<file path="config.mk">
export PLATFORM = sky130hd
export DESIGN_NAME = pwm_and_system_config_regs
export DESIGN_NICKNAME = d
export VERILOG_FILES = /design/src/rtl/pwm_cfg_pkg.sv /design/src/rtl/pwm_and_system_config_regs.sv
export SDC_FILE = /design/constraint.sdc
export NUM_CORES = 1
export LEC_CHECK = 0
export BUFFER_PORTS_ARGS = -buffer_cell sky130_fd_sc_hd__buf_2
export CAP_MARGIN = 30
export CORE_MARGIN = 2
export CORE_UTILIZATION = 25
export CTS_CLUSTER_SIZE = 8
export DETAILED_ROUTE_END_ITERATION = 8
export PLACE_DENSITY = 0.42
export SLEW_MARGIN = 10
export SYNTH_ARGS = -nofsm -noshare
export SYNTH_HDL_FRONTEND = slang
export SYNTH_SLANG_ARGS = --single-unit
</file>
<file path="constraint.sdc">
create_clock -name clk -period 5.1 [get_ports clk]
set_input_delay 1.02 -clock clk [delete_from_list [all_inputs] [get_ports clk]]
set_output_delay 1.02 -clock clk [all_outputs]
set_load 0.05 [all_outputs]
</file>
<file path="src/rtl/pwm_cfg_pkg.sv">
package pwm_cfg_pkg;
	// ----------------------------------------------------------------
	// Register offsets (7-bit register address)
	// ----------------------------------------------------------------
	localparam logic [6:0] OFS_MPP_CONFIG = 7'h17;
	localparam logic [6:0] OFS_PWM_DUTY_CYCLE = 7'h18;
	localparam logic [6:0] OFS_PWM_FREQUENCY_SELECT = 7'h1C;
	localparam logic [6:0] OFS_PROTECTION_LIMIT_CONFIG = 7'h1D;
	localparam logic [6:0] OFS_SYSTEM_STORE_LOW = 7'h1E;
	localparam logic [6:0] OFS_SYSTEM_STORE_HIGH = 7'h1F;

	// ----------------------------------------------------------------
	// Field layout and reset values
	// ----------------------------------------------------------------
	localparam int MPP_CFG_W = 3;
	localparam int RATE_SEL_W = 2;
	localparam int THERMAL_TRIP_POS = 2;
	localparam int CURRENT_LIMIT_W = 2;
	localparam logic [2:0] MPP_CFG_POR = 3'h0;
	localparam logic [7:0] DUTY_POR = 8'h00;
	localparam logic [1:0] RATE_SEL_POR = 2'h0;
	localparam logic THERMAL_TRIP_POR = 1'b0;
	localparam logic [1:0] CURRENT_LIMIT_POR = 2'h1;
	localparam logic [7:0] STORE_POR = 8'h00;
	localparam logic [7:0] DUTY_FULL_ON = 8'hFF;

	// ----------------------------------------------------------------
	// Multi-purpose pin configurations and operating modes
	// ----------------------------------------------------------------
	localparam logic [2:0] MPP_WAKE_INPUT = 3'h5;
	localparam logic [2:0] MPP_PWM_LOW_SIDE = 3'h6;
	localparam logic [2:0] MPP_PWM_HIGH_SIDE = 3'h7;
	localparam logic [2:0] MODE_NORMAL = 3'h0;
	localparam logic [2:0] MODE_STOP = 3'h1;
	localparam logic [2:0] MODE_SLEEP = 3'h2;
	localparam logic [2:0] MODE_RESTART = 3'h3;
	localparam logic [2:0] MODE_FAIL_SAFE = 3'h4;

	// ----------------------------------------------------------------
	// PWM timing
	// ----------------------------------------------------------------
	localparam int CLK_HZ = 200_000_000;
	localparam int PERIOD_STEPS = 255;
	localparam logic [7:0] LAST_STEP = 8'hFE;
	localparam int RATE_HZ_0 = 100;
	localparam int RATE_HZ_1 = 200;
	localparam int RATE_HZ_2 = 325;
	localparam int RATE_HZ_3 = 400;
	// Longest step that still fits the period: round down
	localparam int STEP_CYC_0 = CLK_HZ / (RATE_HZ_0 * PERIOD_STEPS);
	localparam int STEP_CYC_1 = CLK_HZ / (RATE_HZ_1 * PERIOD_STEPS);
	localparam int STEP_CYC_2 = CLK_HZ / (RATE_HZ_2 * PERIOD_STEPS);
	localparam int STEP_CYC_3 = CLK_HZ / (RATE_HZ_3 * PERIOD_STEPS);
	localparam int STEP_CNT_W = 16;
endpackage : pwm_cfg_pkg

</file>
<file path="src/rtl/pwm_and_system_config_regs.sv">
`timescale 1ns/1ps
module pwm_and_system_config_regs #(
	parameter int STEP_CYC_0 = pwm_cfg_pkg::STEP_CYC_0,
	parameter int STEP_CYC_1 = pwm_cfg_pkg::STEP_CYC_1,
	parameter int STEP_CYC_2 = pwm_cfg_pkg::STEP_CYC_2,
	parameter int STEP_CYC_3 = pwm_cfg_pkg::STEP_CYC_3
) (
	// Clock and power-on reset
	input wire logic clk,
	input wire logic reset_n,
	// Register access from the serial interface
	input wire logic [6:0] reg_addr,
	input wire logic [7:0] reg_wdata,
	input wire logic reg_wr,
	input wire logic reg_rd,
	output logic [7:0] reg_rdata,
	input wire logic chip_select_low_active,
	// Device state
	input wire logic [2:0] sbc_mode,
	input wire logic soft_reset,
	input wire logic restart_enter,
	input wire logic cfg_lock0,
	input wire logic cfg_lock1_req,
	input wire logic mpp_hw_update,
	input wire logic [2:0] mpp_active_cfg,
	// Outputs to the analog and switch logic
	output logic [2:0] mpp_config,
	output logic wake_source_default,
	output logic low_side_switch,
	output logic high_side_switch,
	output logic thermal_trip_select,
	output logic [1:0] main_reg_current_limit,
	output logic cfg_lock1_active
);
	// Step lengths must fit the prescaler, refused at elaboration
	if (STEP_CYC_0 < 1 || STEP_CYC_0 >= (1 << pwm_cfg_pkg::STEP_CNT_W) ||
		STEP_CYC_1 < 1 || STEP_CYC_1 >= (1 << pwm_cfg_pkg::STEP_CNT_W) ||
		STEP_CYC_2 < 1 || STEP_CYC_2 >= (1 << pwm_cfg_pkg::STEP_CNT_W) ||
		STEP_CYC_3 < 1 || STEP_CYC_3 >= (1 << pwm_cfg_pkg::STEP_CNT_W)) begin : g_bad_step
		$error("step cycle parameter out of range");
	end

	function automatic logic [15:0] step_len(input logic [1:0] sel);
		logic [15:0] len;
		len = 16'(STEP_CYC_0);
		unique case (sel)
			2'h0: len = 16'(STEP_CYC_0);
			2'h1: len = 16'(STEP_CYC_1);
			2'h2: len = 16'(STEP_CYC_2);
			2'h3: len = 16'(STEP_CYC_3);
		endcase
		return len;
	endfunction : step_len

	// ----------------------------------------------------------------
	// Configuration registers
	// ----------------------------------------------------------------
	logic [2:0] mpp_cfg_q, mpp_cfg_d;
	logic [7:0] duty_q, duty_d;
	logic [1:0] rate_q, rate_d;
	logic trip_q, trip_d;
	logic [1:0] ilim_q, ilim_d;
	logic [7:0] store_lo_q, store_lo_d;
	logic [7:0] store_hi_q, store_hi_d;
	logic lock1_q, lock1_d;
	logic cs_q, cs_d;
	logic [7:0] rdata_q, rdata_d;
	logic wr_normal;

	assign wr_normal = reg_wr && (sbc_mode == pwm_cfg_pkg::MODE_NORMAL);

	always_comb begin
		mpp_cfg_d = mpp_cfg_q;
		duty_d = duty_q;
		rate_d = rate_q;
		trip_d = trip_q;
		ilim_d = ilim_q;
		store_lo_d = store_lo_q;
		store_hi_d = store_hi_q;
		lock1_d = lock1_q;
		rdata_d = rdata_q;
		cs_d = chip_select_low_active;
		// Lock engages on the chip-select rise and only power-up clears it
		if (!cs_q && chip_select_low_active && cfg_lock1_req) begin
			lock1_d = 1'b1;
		end
		if (reg_wr) begin
			unique case (reg_addr)
				pwm_cfg_pkg::OFS_MPP_CONFIG: begin
					if (!cfg_lock0) begin
						mpp_cfg_d = reg_wdata[pwm_cfg_pkg::MPP_CFG_W-1:0];
					end
				end
				pwm_cfg_pkg::OFS_PWM_DUTY_CYCLE: duty_d = reg_wdata;
				pwm_cfg_pkg::OFS_PWM_FREQUENCY_SELECT: begin
					rate_d = reg_wdata[pwm_cfg_pkg::RATE_SEL_W-1:0];
				end
				pwm_cfg_pkg::OFS_PROTECTION_LIMIT_CONFIG: begin
					if (!lock1_q) begin
						trip_d = reg_wdata[pwm_cfg_pkg::THERMAL_TRIP_POS];
						ilim_d = reg_wdata[pwm_cfg_pkg::CURRENT_LIMIT_W-1:0];
					end
				end
				pwm_cfg_pkg::OFS_SYSTEM_STORE_LOW: begin
					if (wr_normal) begin
						store_lo_d = reg_wdata;
					end
				end
				pwm_cfg_pkg::OFS_SYSTEM_STORE_HIGH: begin
					if (wr_normal) begin
						store_hi_d = reg_wdata;
					end
				end
				default: ;
			endcase
		end
		// Hardware may move the pin config, e.g. on a mode change
		if (mpp_hw_update) begin
			mpp_cfg_d = mpp_active_cfg;
		end
		if (restart_enter) begin
			mpp_cfg_d = mpp_active_cfg;
		end
		// Store bytes are absent here: they survive soft reset and restart
		if (soft_reset) begin
			duty_d = pwm_cfg_pkg::DUTY_POR;
			rate_d = pwm_cfg_pkg::RATE_SEL_POR;
			mpp_cfg_d = cfg_lock0 ? mpp_active_cfg : pwm_cfg_pkg::MPP_CFG_POR;
			if (!lock1_q) begin
				trip_d = pwm_cfg_pkg::THERMAL_TRIP_POR;
				ilim_d = pwm_cfg_pkg::CURRENT_LIMIT_POR;
			end
		end
		if (reg_rd) begin
			unique case (reg_addr)
				pwm_cfg_pkg::OFS_MPP_CONFIG: rdata_d = {5'h00, mpp_cfg_q};
				pwm_cfg_pkg::OFS_PWM_DUTY_CYCLE: rdata_d = duty_q;
				pwm_cfg_pkg::OFS_PWM_FREQUENCY_SELECT: rdata_d = {6'h00, rate_q};
				pwm_cfg_pkg::OFS_PROTECTION_LIMIT_CONFIG: rdata_d = {5'h00, trip_q, ilim_q};
				pwm_cfg_pkg::OFS_SYSTEM_STORE_LOW: rdata_d = store_lo_q;
				pwm_cfg_pkg::OFS_SYSTEM_STORE_HIGH: rdata_d = store_hi_q;
				default: rdata_d = 8'h00;
			endcase
		end
	end

	always_ff @(posedge clk) begin
		if (!reset_n) begin
			mpp_cfg_q <= pwm_cfg_pkg::MPP_CFG_POR;
			duty_q <= pwm_cfg_pkg::DUTY_POR;
			rate_q <= pwm_cfg_pkg::RATE_SEL_POR;
			trip_q <= pwm_cfg_pkg::THERMAL_TRIP_POR;
			ilim_q <= pwm_cfg_pkg::CURRENT_LIMIT_POR;
			store_lo_q <= pwm_cfg_pkg::STORE_POR;
			store_hi_q <= pwm_cfg_pkg::STORE_POR;
			lock1_q <= 1'b0;
			cs_q <= 1'b1;
			rdata_q <= 8'h00;
		end else begin
			mpp_cfg_q <= mpp_cfg_d;
			duty_q <= duty_d;
			rate_q <= rate_d;
			trip_q <= trip_d;
			ilim_q <= ilim_d;
			store_lo_q <= store_lo_d;
			store_hi_q <= store_hi_d;
			lock1_q <= lock1_d;
			cs_q <= cs_d;
			rdata_q <= rdata_d;
		end
	end

	// ----------------------------------------------------------------
	// PWM generator
	// ----------------------------------------------------------------
	// Active copies change only at the period boundary so a write never
	// tears a running period; the cost is up to one period of latency.
	logic [15:0] pre_q, pre_d;
	logic [7:0] step_q, step_d;
	logic [7:0] act_duty_q, act_duty_d;
	logic [1:0] act_rate_q, act_rate_d;
	logic ls_q, ls_d, hs_q, hs_d;
	logic pwm_on;

	always_comb begin
		pre_d = pre_q + 16'h0001;
		step_d = step_q;
		act_duty_d = act_duty_q;
		act_rate_d = act_rate_q;
		if (pre_q >= step_len(act_rate_q) - 16'h0001) begin
			pre_d = 16'h0000;
			if (step_q == pwm_cfg_pkg::LAST_STEP) begin
				step_d = 8'h00;
				act_duty_d = duty_q;
				act_rate_d = rate_q;
			end else begin
				step_d = step_q + 8'h01;
			end
		end
		// All ones is forced fully on by a special-case compare with DUTY_FULL_ON
		pwm_on = (act_duty_q == pwm_cfg_pkg::DUTY_FULL_ON) || (step_q < act_duty_q);
		ls_d = pwm_on && (mpp_cfg_q == pwm_cfg_pkg::MPP_PWM_LOW_SIDE);
		hs_d = pwm_on && (mpp_cfg_q == pwm_cfg_pkg::MPP_PWM_HIGH_SIDE);
	end

	always_ff @(posedge clk) begin
		if (!reset_n) begin
			pre_q <= 16'h0000;
			step_q <= 8'h00;
			act_duty_q <= pwm_cfg_pkg::DUTY_POR;
			act_rate_q <= pwm_cfg_pkg::RATE_SEL_POR;
			ls_q <= 1'b0;
			hs_q <= 1'b0;
		end else begin
			pre_q <= pre_d;
			step_q <= step_d;
			act_duty_q <= act_duty_d;
			act_rate_q <= act_rate_d;
			ls_q <= ls_d;
			hs_q <= hs_d;
		end
	end

	// ----------------------------------------------------------------
	// Outputs
	// ----------------------------------------------------------------
	assign reg_rdata = rdata_q;
	assign mpp_config = mpp_cfg_q;
	assign wake_source_default = (mpp_cfg_q == pwm_cfg_pkg::MPP_WAKE_INPUT) &&
		(sbc_mode == pwm_cfg_pkg::MODE_FAIL_SAFE);
	assign low_side_switch = ls_q;
	assign high_side_switch = hs_q;
	assign thermal_trip_select = trip_q;
	assign main_reg_current_limit = ilim_q;
	assign cfg_lock1_active = lock1_q;
endmodule : pwm_and_system_config_regs

</file>
# Yosys cells after proc, flatten, opt, wreduce, memory -nomap -nowiden
# Cells that the tools add are included.
[word_totals] reg_bits=78 input_bits=31 output_inout_bits=18 elab_cells=78
[classes] n_addsub=3 n_lt_le_gt_ge=2 n_eq_ne=16 muxes=20 n_bitwise=1 reduce_logical=20
[ops] cell="$pmux 16 s4" n=1
[ops] cell="$pmux 8 s6" n=1
[ops] cell="$eq 7x5->1 const B" n=6
[ops] cell="$mux 3" n=7
[ops] cell="$add 16x1->16 const B" n=1
[ops] cell="$eq 8x8->1 const B" n=2
[ops] cell="$ge 16x16->1" n=1
[ops] cell="$sub 16x1->16 const B" n=1
[ops] cell="$eq 3x3->1 const B" n=4
[ops] cell="$mux 2" n=5
[ops] cell="$reduce_and 3->1" n=3
[ops] cell="$add 8x1->8 const B" n=1
[ops] cell="$lt 8x8->1" n=1
[ops] cell="$mux 8" n=1
[ops] cell="$reduce_bool 4->1" n=2
[ops] cell="$logic_and 1x1->1" n=6
[ops] cell="$reduce_and 2->1" n=3
[ops] cell="$mux 1" n=5
[ops] cell="$eq 2x2->1 const B" n=2
[ops] cell="$ne 4x3->1 const B" n=1
[ops] cell="$reduce_or 2->1" n=2
[ops] cell="$logic_not 3->1" n=1
[ops] cell="$eq 2x1->1 const B" n=1
[ops] cell="$logic_not 2->1" n=1
[ops] cell="other kinds (3)" n=3

# Logic depth before layout (Yosys ltp)
# Gate-level depths: netlist of the first run.
[depth] ltp_word=6 ltp_mapped=11 mapped_depth_nobuf=9

# Worst setup path before layout of the first run
# No wires, ideal clock.
[synth_timing] path_kind="input to output" from="input sbc_mode[1]" to="output wake_source_default" arrival_time_ns=2.447 slack_ns=1.633 path_stages=3 n_path_buf=0 path_cell_list="nor2_1 nand3_1 nor3b_1"
[synth_between] elab_chain_len=2
[synth_rtl] element="start: declaration" line="pwm_and_system_config_regs.sv:19" rtl="input wire logic [2:0] sbc_mode,"
[synth_rtl] element="$eq 3x3->1" line="pwm_and_system_config_regs.sv:230" rtl="(sbc_mode == pwm_cfg_pkg::MODE_FAIL_SAFE);"
[synth_rtl] element="$logic_and 1x1->1" line="pwm_and_system_config_regs.sv:229" rtl="assign wake_source_default = (mpp_cfg_q == pwm_cfg_pkg::MPP_WAKE_INPUT) &&"
[synth_rtl] element="end: declaration" line="pwm_and_system_config_regs.sv:28" rtl="output logic wake_source_default,"
# No other way between the ends.

# Worst setup path in the final report of the first run
[layout_timing] from="register act_rate_q[1]" to="register act_duty_q[2]"
[layout_between] elab_chain_len=5
[layout_rtl] element="start: declaration" line="pwm_and_system_config_regs.sv:181" rtl="logic [1:0] act_rate_q, act_rate_d;"
[layout_rtl] element="start signal: assignment" line="pwm_and_system_config_regs.sv:211" rtl="act_rate_q <= pwm_cfg_pkg::RATE_SEL_POR;"
[layout_rtl] element="start signal: assignment" line="pwm_and_system_config_regs.sv:218" rtl="act_rate_q <= act_rate_d;"
[layout_rtl] element="$eq 2x2->1, or another cell as far along" line="pwm_and_system_config_regs.sv:46" rtl="unique case (sel)"
[layout_rtl] element="$pmux 16 s4 *" line="pwm_and_system_config_regs.sv:46"
[layout_rtl] element="$sub 16x1->16 *" line="pwm_and_system_config_regs.sv:190" rtl="if (pre_q >= step_len(act_rate_q) - 16'h0001) begin"
[layout_rtl] element="$ge 16x16->1 *" line="pwm_and_system_config_regs.sv:190"
[layout_rtl] element="$reduce_and 2->1 (no line) *"
[layout_rtl] element="end signal: assignment" line="pwm_and_system_config_regs.sv:210" rtl="act_duty_q <= pwm_cfg_pkg::DUTY_POR;"
[layout_rtl] element="end signal: assignment" line="pwm_and_system_config_regs.sv:217" rtl="act_duty_q <= act_duty_d;"
[layout_rtl] element="end: declaration" line="pwm_and_system_config_regs.sv:180" rtl="logic [7:0] act_duty_q, act_duty_d;"
# Every way passes the cells marked *; elsewhere a longest branch is shown, timed or not. The select of a mux whose other input is x is not followed.
# A chain may end at the register's enable or synchronous reset.

==> results of run 1 <==
layout make-up:
| class | count | share of cell area [%] |
|---|---|---|
| clock inverters | 7 | 1.37 |
| clock buffers | 9 | 4.74 |
| multi-input cells | 340 | 48.1 |
| well taps | 216 | 5.69 |
| inverters | 24 | 1.90 |
| flip-flops and latches | 78 | 32.9 |
| repair buffers | 50 | 5.37 |
flip-flops by register name, indices dropped and copies added, names as in the netlist, 2 cells and up:
signal	count
act_rate_q	2
rate_q	2
reg_rdata	8
main_reg_current_limit	2
pre_q	16
store_lo_q	8
act_duty_q	8
mpp_config	3
step_q	8
store_hi_q	8
duty_q	8
cells in the mapped netlist, drive strengths merged (7+ instances only):
library cell   n  area [µm²]
dfxtp         78        1560
nand3         20         105
a22oi         12        90.1
nand2b        11        68.8
a21o           9        67.6
nor2          54         203
nand2         48         180
o21ai         10        50.1
buf            9        62.6
xnor2          7        61.3
clkbuf         8        30.0
inv           24        90.1
nand4         10        62.6
a21oi         31         155
mux2i         32         320
ha            32         400
logic make-up after synthesis:
family / after synthesis
xor+xnor: 12
fa+ha+maj: 32
compound gates: 93
flops: 78
other cells: 2
buf+inv: 41
simple gates: 169
mux: 32
critical path: cells and delay by family (launching register included):
kind,cells,cell delay (ns)
compound gates,4,1.66
flops,1,0.36
mux,1,0.12
buf+inv,3,0.49
fa+ha+maj,2,0.35
report_power, final:
part	internal, µW	switching, µW	total (µW)
combinational	24.7	48.0	72.7
clock	343	285	628
sequential	614	6.57	621
total	981	340	1320
through the flow:
| step | setup WS, ns | area, µm² | utilization [%] | cells |
|---|---|---|---|---|
| 2_1_floorplan | 1.63 | 4030 | - | 459 |
| 3_3_place_gp | 1.91 | 4450 | 28.1 | 707 |
| 3_5_place_dp | 2.01 | 4460 | 28.2 | 708 |
| 4_1_cts | 2.01 | 4750 | 30.0 | 724 |
| 5_1_grt | 1.67 | 4750 | 30.0 | 724 |
| 6_report | 1.99 | 4750 | 30.0 | 724 |
layer usage:
metal | vias to the layer above | part of all wire (%)
met1 | 1547 | 50
met4 | 0 | 0.96
met2 | 76 | 45
met5 | - | 0
li1 | 1711 | -
met3 | 8 | 4.6
worst min-delay path by stage:
stage | start | end | slack [ns] | cells after the start
global route | reg_rdata[2]$_SDFFE_PN0P_ | reg_rdata[2]$_SDFFE_PN0P_ | 0.49 | 2
global placement | reg_rdata[5]$_SDFFE_PN0P_ | reg_rdata[5]$_SDFFE_PN0P_ | 0.46 | 2
finish | reg_rdata[2]$_SDFFE_PN0P_ | reg_rdata[2]$_SDFFE_PN0P_ | 0.47 | 2
detailed placement | reg_rdata[2]$_SDFFE_PN0P_ | reg_rdata[2]$_SDFFE_PN0P_ | 0.46 | 2
CTS | reg_rdata[0]$_SDFFE_PN0P_ | reg_rdata[0]$_SDFFE_PN0P_ | 0.47 | 2
floorplan | pre_q[14]$_SDFF_PP0_ | pre_q[14]$_SDFF_PP0_ | 0.43 | 2
==> impl_metrics.json, run 1 <==
{
  "cts-htree-levels": 3,
  "crit_start": "act_rate_q[1]$_SDFFE_PN0P_",
  "nets": 566,
  "cpMaxStageDelayCell": "a211oi_2",
  "synth_simple_gate_area_share_pct": 20.3,
  "syn_nets": 522,
  "diodes": 0,
  "synth_compound_area_share_pct": 15.7,
  "postCtsHoldBufs": 0,
  "ys_warn_count": 0,
  "rsz0062_at_grt": "no",
  "critical_path_class": "register to register",
  "timing.rr.start": "act_rate_q[1]$_SDFFE_PN0P_",
  "multi_input_area_mm2": 0.00228,
  "busiest_layer": "met2",
  "clk_latency_ns": 0.34,
  "synth-seq-cells": 78,
  "max_slew_margin_pct": 37.3,
  "worstPathMaxFanout": 14,
  "r2r-end": "act_duty_q[2]$_SDFFE_PN0P_",
  "cp.arrival_ns": 3.34,
  "antenna_found_initial": 0,
  "drive_gt1_share_pct": 15.4,
  "setup_violations": 0,
  "vias": 3342,
  "dp_hpwl_mm": 7.44,
  "die_h_um": 131,
  "grt_max_degree": 34,
  "synth_xor_area_share_pct": 2.61,
  "wl_per_cell_um": 13.7,
  "avgSynthCellArea_um2": 8.77,
  "cts-root-buf": "clkbuf_16",
  "r2r_slack_ns": 1.99,
  "core_area_mm2": 0.0158,
  "crit_path_cell_trace": "inv_1 > ha_1 > inv_1 > ha_1 > a2111oi_0 > o21ai_1 > a211oi_2 > a21boi_1 > buf_4 > mux2i_1",
  "clk_pin_slew_ns": 0.07,
  "first_global_vias": 3173,
  "final_common_cell": "dfxtp_1",
  "cts_resized": 0,
  "startpoint_type": "register",
  "tightestPinTransition_ns": 0.934,
  "drt_iter0_markers": 139,
  "viasPerCell": 4.62,
  "p_per_area_mw_per_mm2": 278,
  "cts_setup_buffers": 0,
  "finalCritPeriodShare_pct": 61.0,
  "fmax_mhz": 321,
  "cp-end-kind": "register",
  "fill_cells": 1724,
  "async_flop_share_pct": 0,
  "synth_seq_area_share_pct": 38.8,
  "syn_to_final_growth_pct": 18.0,
  "reg2reg_depth": 10,
  "synthAdderAreaFrac_pct": 9.94,
  "grt_use_met3_pct": 3.14,
  "hold_viol": 0,
  "cts_tree": "yes",
  "grt_first_pass_wirelength_mm": 16.6,
  "initial_utilization_pct": 25.4,
  "netlist_area_mm2": 0.00403,
  "outcome": "complete, no violations",
  "fin_setup_tns_ns": 0,
  "synth_top_family_by_area": "simple AND/OR/NAND/NOR gates",
  "dr.pass1.iters": 5,
  "grt_use_total_pct": 12.5,
  "routabilityCongestion": 0.769,
  "rows": 46,
  "seq_area_mm2": 0.00156,
  "peakVddDrop_v": 0.000158,
  "synthCells": 459,
  "synth_edf_count": 0,
  "io_buffers": 48,
  "drtAntennaViolNets": 0,
  "most-common-layout-cells": "dfxtp_1, nor2_1, nand2_1, buf_2",
  "dieWidth_um": 131,
  "power_leakage_uw": 0.00185,
  "dieArea_mm2": 0.0171,
  "cpPeakStageDelay_ns": 0.71,
  "fin_hold_ws_ns": 0.470,
  "cts_made_buffers": 9,
  "grtUsageMet1_pct": 17.2,
  "total_power_uw": 1320,
  "cts_sinks": 78,
  "overflow": 0,
  "hp-class": "register to register",
  "crit_end": "act_duty_q[2]$_SDFFE_PN0P_",
  "final-max-slew-violation-count": 0,
  "num_io_pins": 49,
  "synth_mux_area_share_pct": 7.95,
  "gr-usage-met2_pct": 19.1,
  "drc_errors": 0,
  "yosysUniqueCellTypes": 48,
  "ys.flop_type": "dfxtp_1",
  "fin_skew_ns": 0.00663,
  "cp_data_required_time_ns": 5.33,
  "min_period_ns": 3.11,
  "clk_path_buf_depth": 2,
  "drt-total-wl_mm": 9.93,
  "max_cap_violations": 0
}
Note: power is estimated with default switching activity, not from simulation.
==> run 2, diff against run 1 <==
==> constraint.sdc (replaced) <==
create_clock -name clk -period 3.1 [get_ports clk]
set_input_delay 0.62 -clock clk [delete_from_list [all_inputs] [get_ports clk]]
set_output_delay 0.62 -clock clk [all_outputs]
set_load 0.05 [all_outputs]
==> run 2 against run 1 <==
Against the previous run: fmax increased by 19%; utilization increased by 0.69 points; non-clock buffer count increased by 7; design area increased by 2.3%; setup slack got worse by 1.5 ns; total power increased by 80%; combinational power increased by 71%; sequential power increased by 64%.
==> impl_metrics.json, run 2 (synthesis gave the netlist of run 1 again) <==
{
  "syn_to_final_growth_pct": 20.7,
  "diodes": 0,
  "fin_skew_ns": 0.00553,
  "drive_gt1_share_pct": 16.5,
  "drtAntennaViolNets": 0,
  "overflow": 0,
  "cts-htree-levels": 3,
  "rows": 46,
  "io_buffers": 48,
  "largest-register": "pre_q",
  "clk_path_buf_depth": 2,
  "first_global_vias": 3184,
  "num_io_pins": 49,
  "power_leakage_uw": 0.00190,
  "max_slew_margin_pct": 47.4,
  "cts_resized": 0,
  "cts_sinks": 78,
  "viasPerCell": 4.62,
  "peakVddDrop_v": 0.000215,
  "clk_pin_slew_ns": 0.06,
  "instances_no_fill": 731,
  "cts_made_buffers": 9,
  "max_cap_violations": 0,
  "finalCritPeriodShare_pct": 84.1,
  "largest_reg_flops": 16,
  "tightestPinTransition_ns": 0.785,
  "initial_utilization_pct": 25.4,
  "clk_latency_ns": 0.34,
  "drt_iter0_markers": 208,
  "vias": 3378,
  "fill_cells": 1702,
  "cts_setup_buffers": 0,
  "p_per_area_mw_per_mm2": 488,
  "min_period_ns": 2.61,
  "final_common_cell": "dfxtp_1",
  "grt_use_total_pct": 12.5,
  "setup_violations": 0,
  "dp_hpwl_mm": 7.52,
  "die_h_um": 131,
  "dieWidth_um": 131,
  "outcome": "complete, no violations",
  "wl_per_cell_um": 14.1,
  "routabilityCongestion": 0.720,
  "drt-total-wl_mm": 10.3,
  "rsz0062_at_grt": "no",
  "cp-end-kind": "register",
  "fmax_mhz": 384,
  "antenna_found_initial": 0,
  "cts_tree": "yes",
  "core_area_mm2": 0.0158,
  "dr.pass1.iters": 4,
  "final-max-slew-violation-count": 0,
  "grt_max_degree": 33,
  "dp.cells": 714,
  "final_core_util_pct": 30.7,
  "hp-class": "register to register",
  "grt_first_pass_wirelength_mm": 16.5,
  "startpoint_type": "register",
  "nets": 573,
  "dieArea_mm2": 0.0171,
  "cp_data_required_time_ns": 3.32,
  "hold_viol": 0,
  "postCtsHoldBufs": 0,
  "fin_setup_tns_ns": 0,
  "drc_errors": 0,
  "most-common-layout-cells": "dfxtp_1, nor2_1, nand2_1, buf_2",
  "critical_path_class": "register to register",
  "cts-root-buf": "clkbuf_16",
  "cp.arrival_ns": 2.83,
  "worstPathMaxFanout": 14
}
[run 2: final timing paths]
path,depth (start not counted),endpoint,slack [ns],start
worst max-delay path,9,step_q[7]$_SDFFE_PN0P_,0.49,act_rate_q[0]$_SDFFE_PN0P_
worst min-delay path,2,reg_rdata[4]$_SDFFE_PN0P_,0.47,reg_rdata[4]$_SDFFE_PN0P_
worst max register to register,9,step_q[7]$_SDFFE_PN0P_,0.49,act_rate_q[0]$_SDFFE_PN0P_
worst min register to register,2,reg_rdata[4]$_SDFFE_PN0P_,0.47,reg_rdata[4]$_SDFFE_PN0P_
[run 2: final cells by class]
type	instances	area (µm²)	area share, %
clock buffers	9	225	4.63
clock inverters	7	121	2.50
inverters	24	90.1	1.85
multi-input cells	340	2280	47.0
flip-flops and latches	78	1560	32.1
well taps	216	270	5.56
repair buffers	57	308	6.33
[run 2: metal layers]
metal | part of all wire (%) | track usage, % | wire length (µm) | vias up
met1 | 52 | 17.4 | 5330 | 1571
met5 | 0 | 0 | 0 | -
li1 | - | - | - | 1720
met3 | 3.7 | 2.81 | 383 | 11
met4 | 1.7 | 4.57 | 172 | 0
met2 | 43 | 18.8 | 4400 | 76
[run 2: power by group]
group          switching, µW  internal [µW]  total [µW]
Clock                    438            789        1230
Sequential              11.0           1010        1020
Combinational           80.6           43.3         124
[run 2: per-stage QoR]
stage,area [µm²],power (µW),hold slack [ns],worst slack [ns]
after floorplan,4030,1110,0.433,0.433
after detailed placement,4510,1170,0.462,0.279
after global routing,4860,2460,0.489,0.269
after CTS,4850,2410,0.474,0.227
after global placement,4510,1170,0.456,0.362
final,4860,2370,0.470,0.493
[run 2: worst max-delay path, cell delays in order, from the launching register on]
cell	delay [ns]
dfxtp_1	0.44
inv_1	0.13
ha_1	0.24
ha_1	0.28
nand4_1	0.14
nor4_1	0.36
o21ai_1	0.12
buf_4	0.20
a221o_1	0.32
a32o_1	0.26
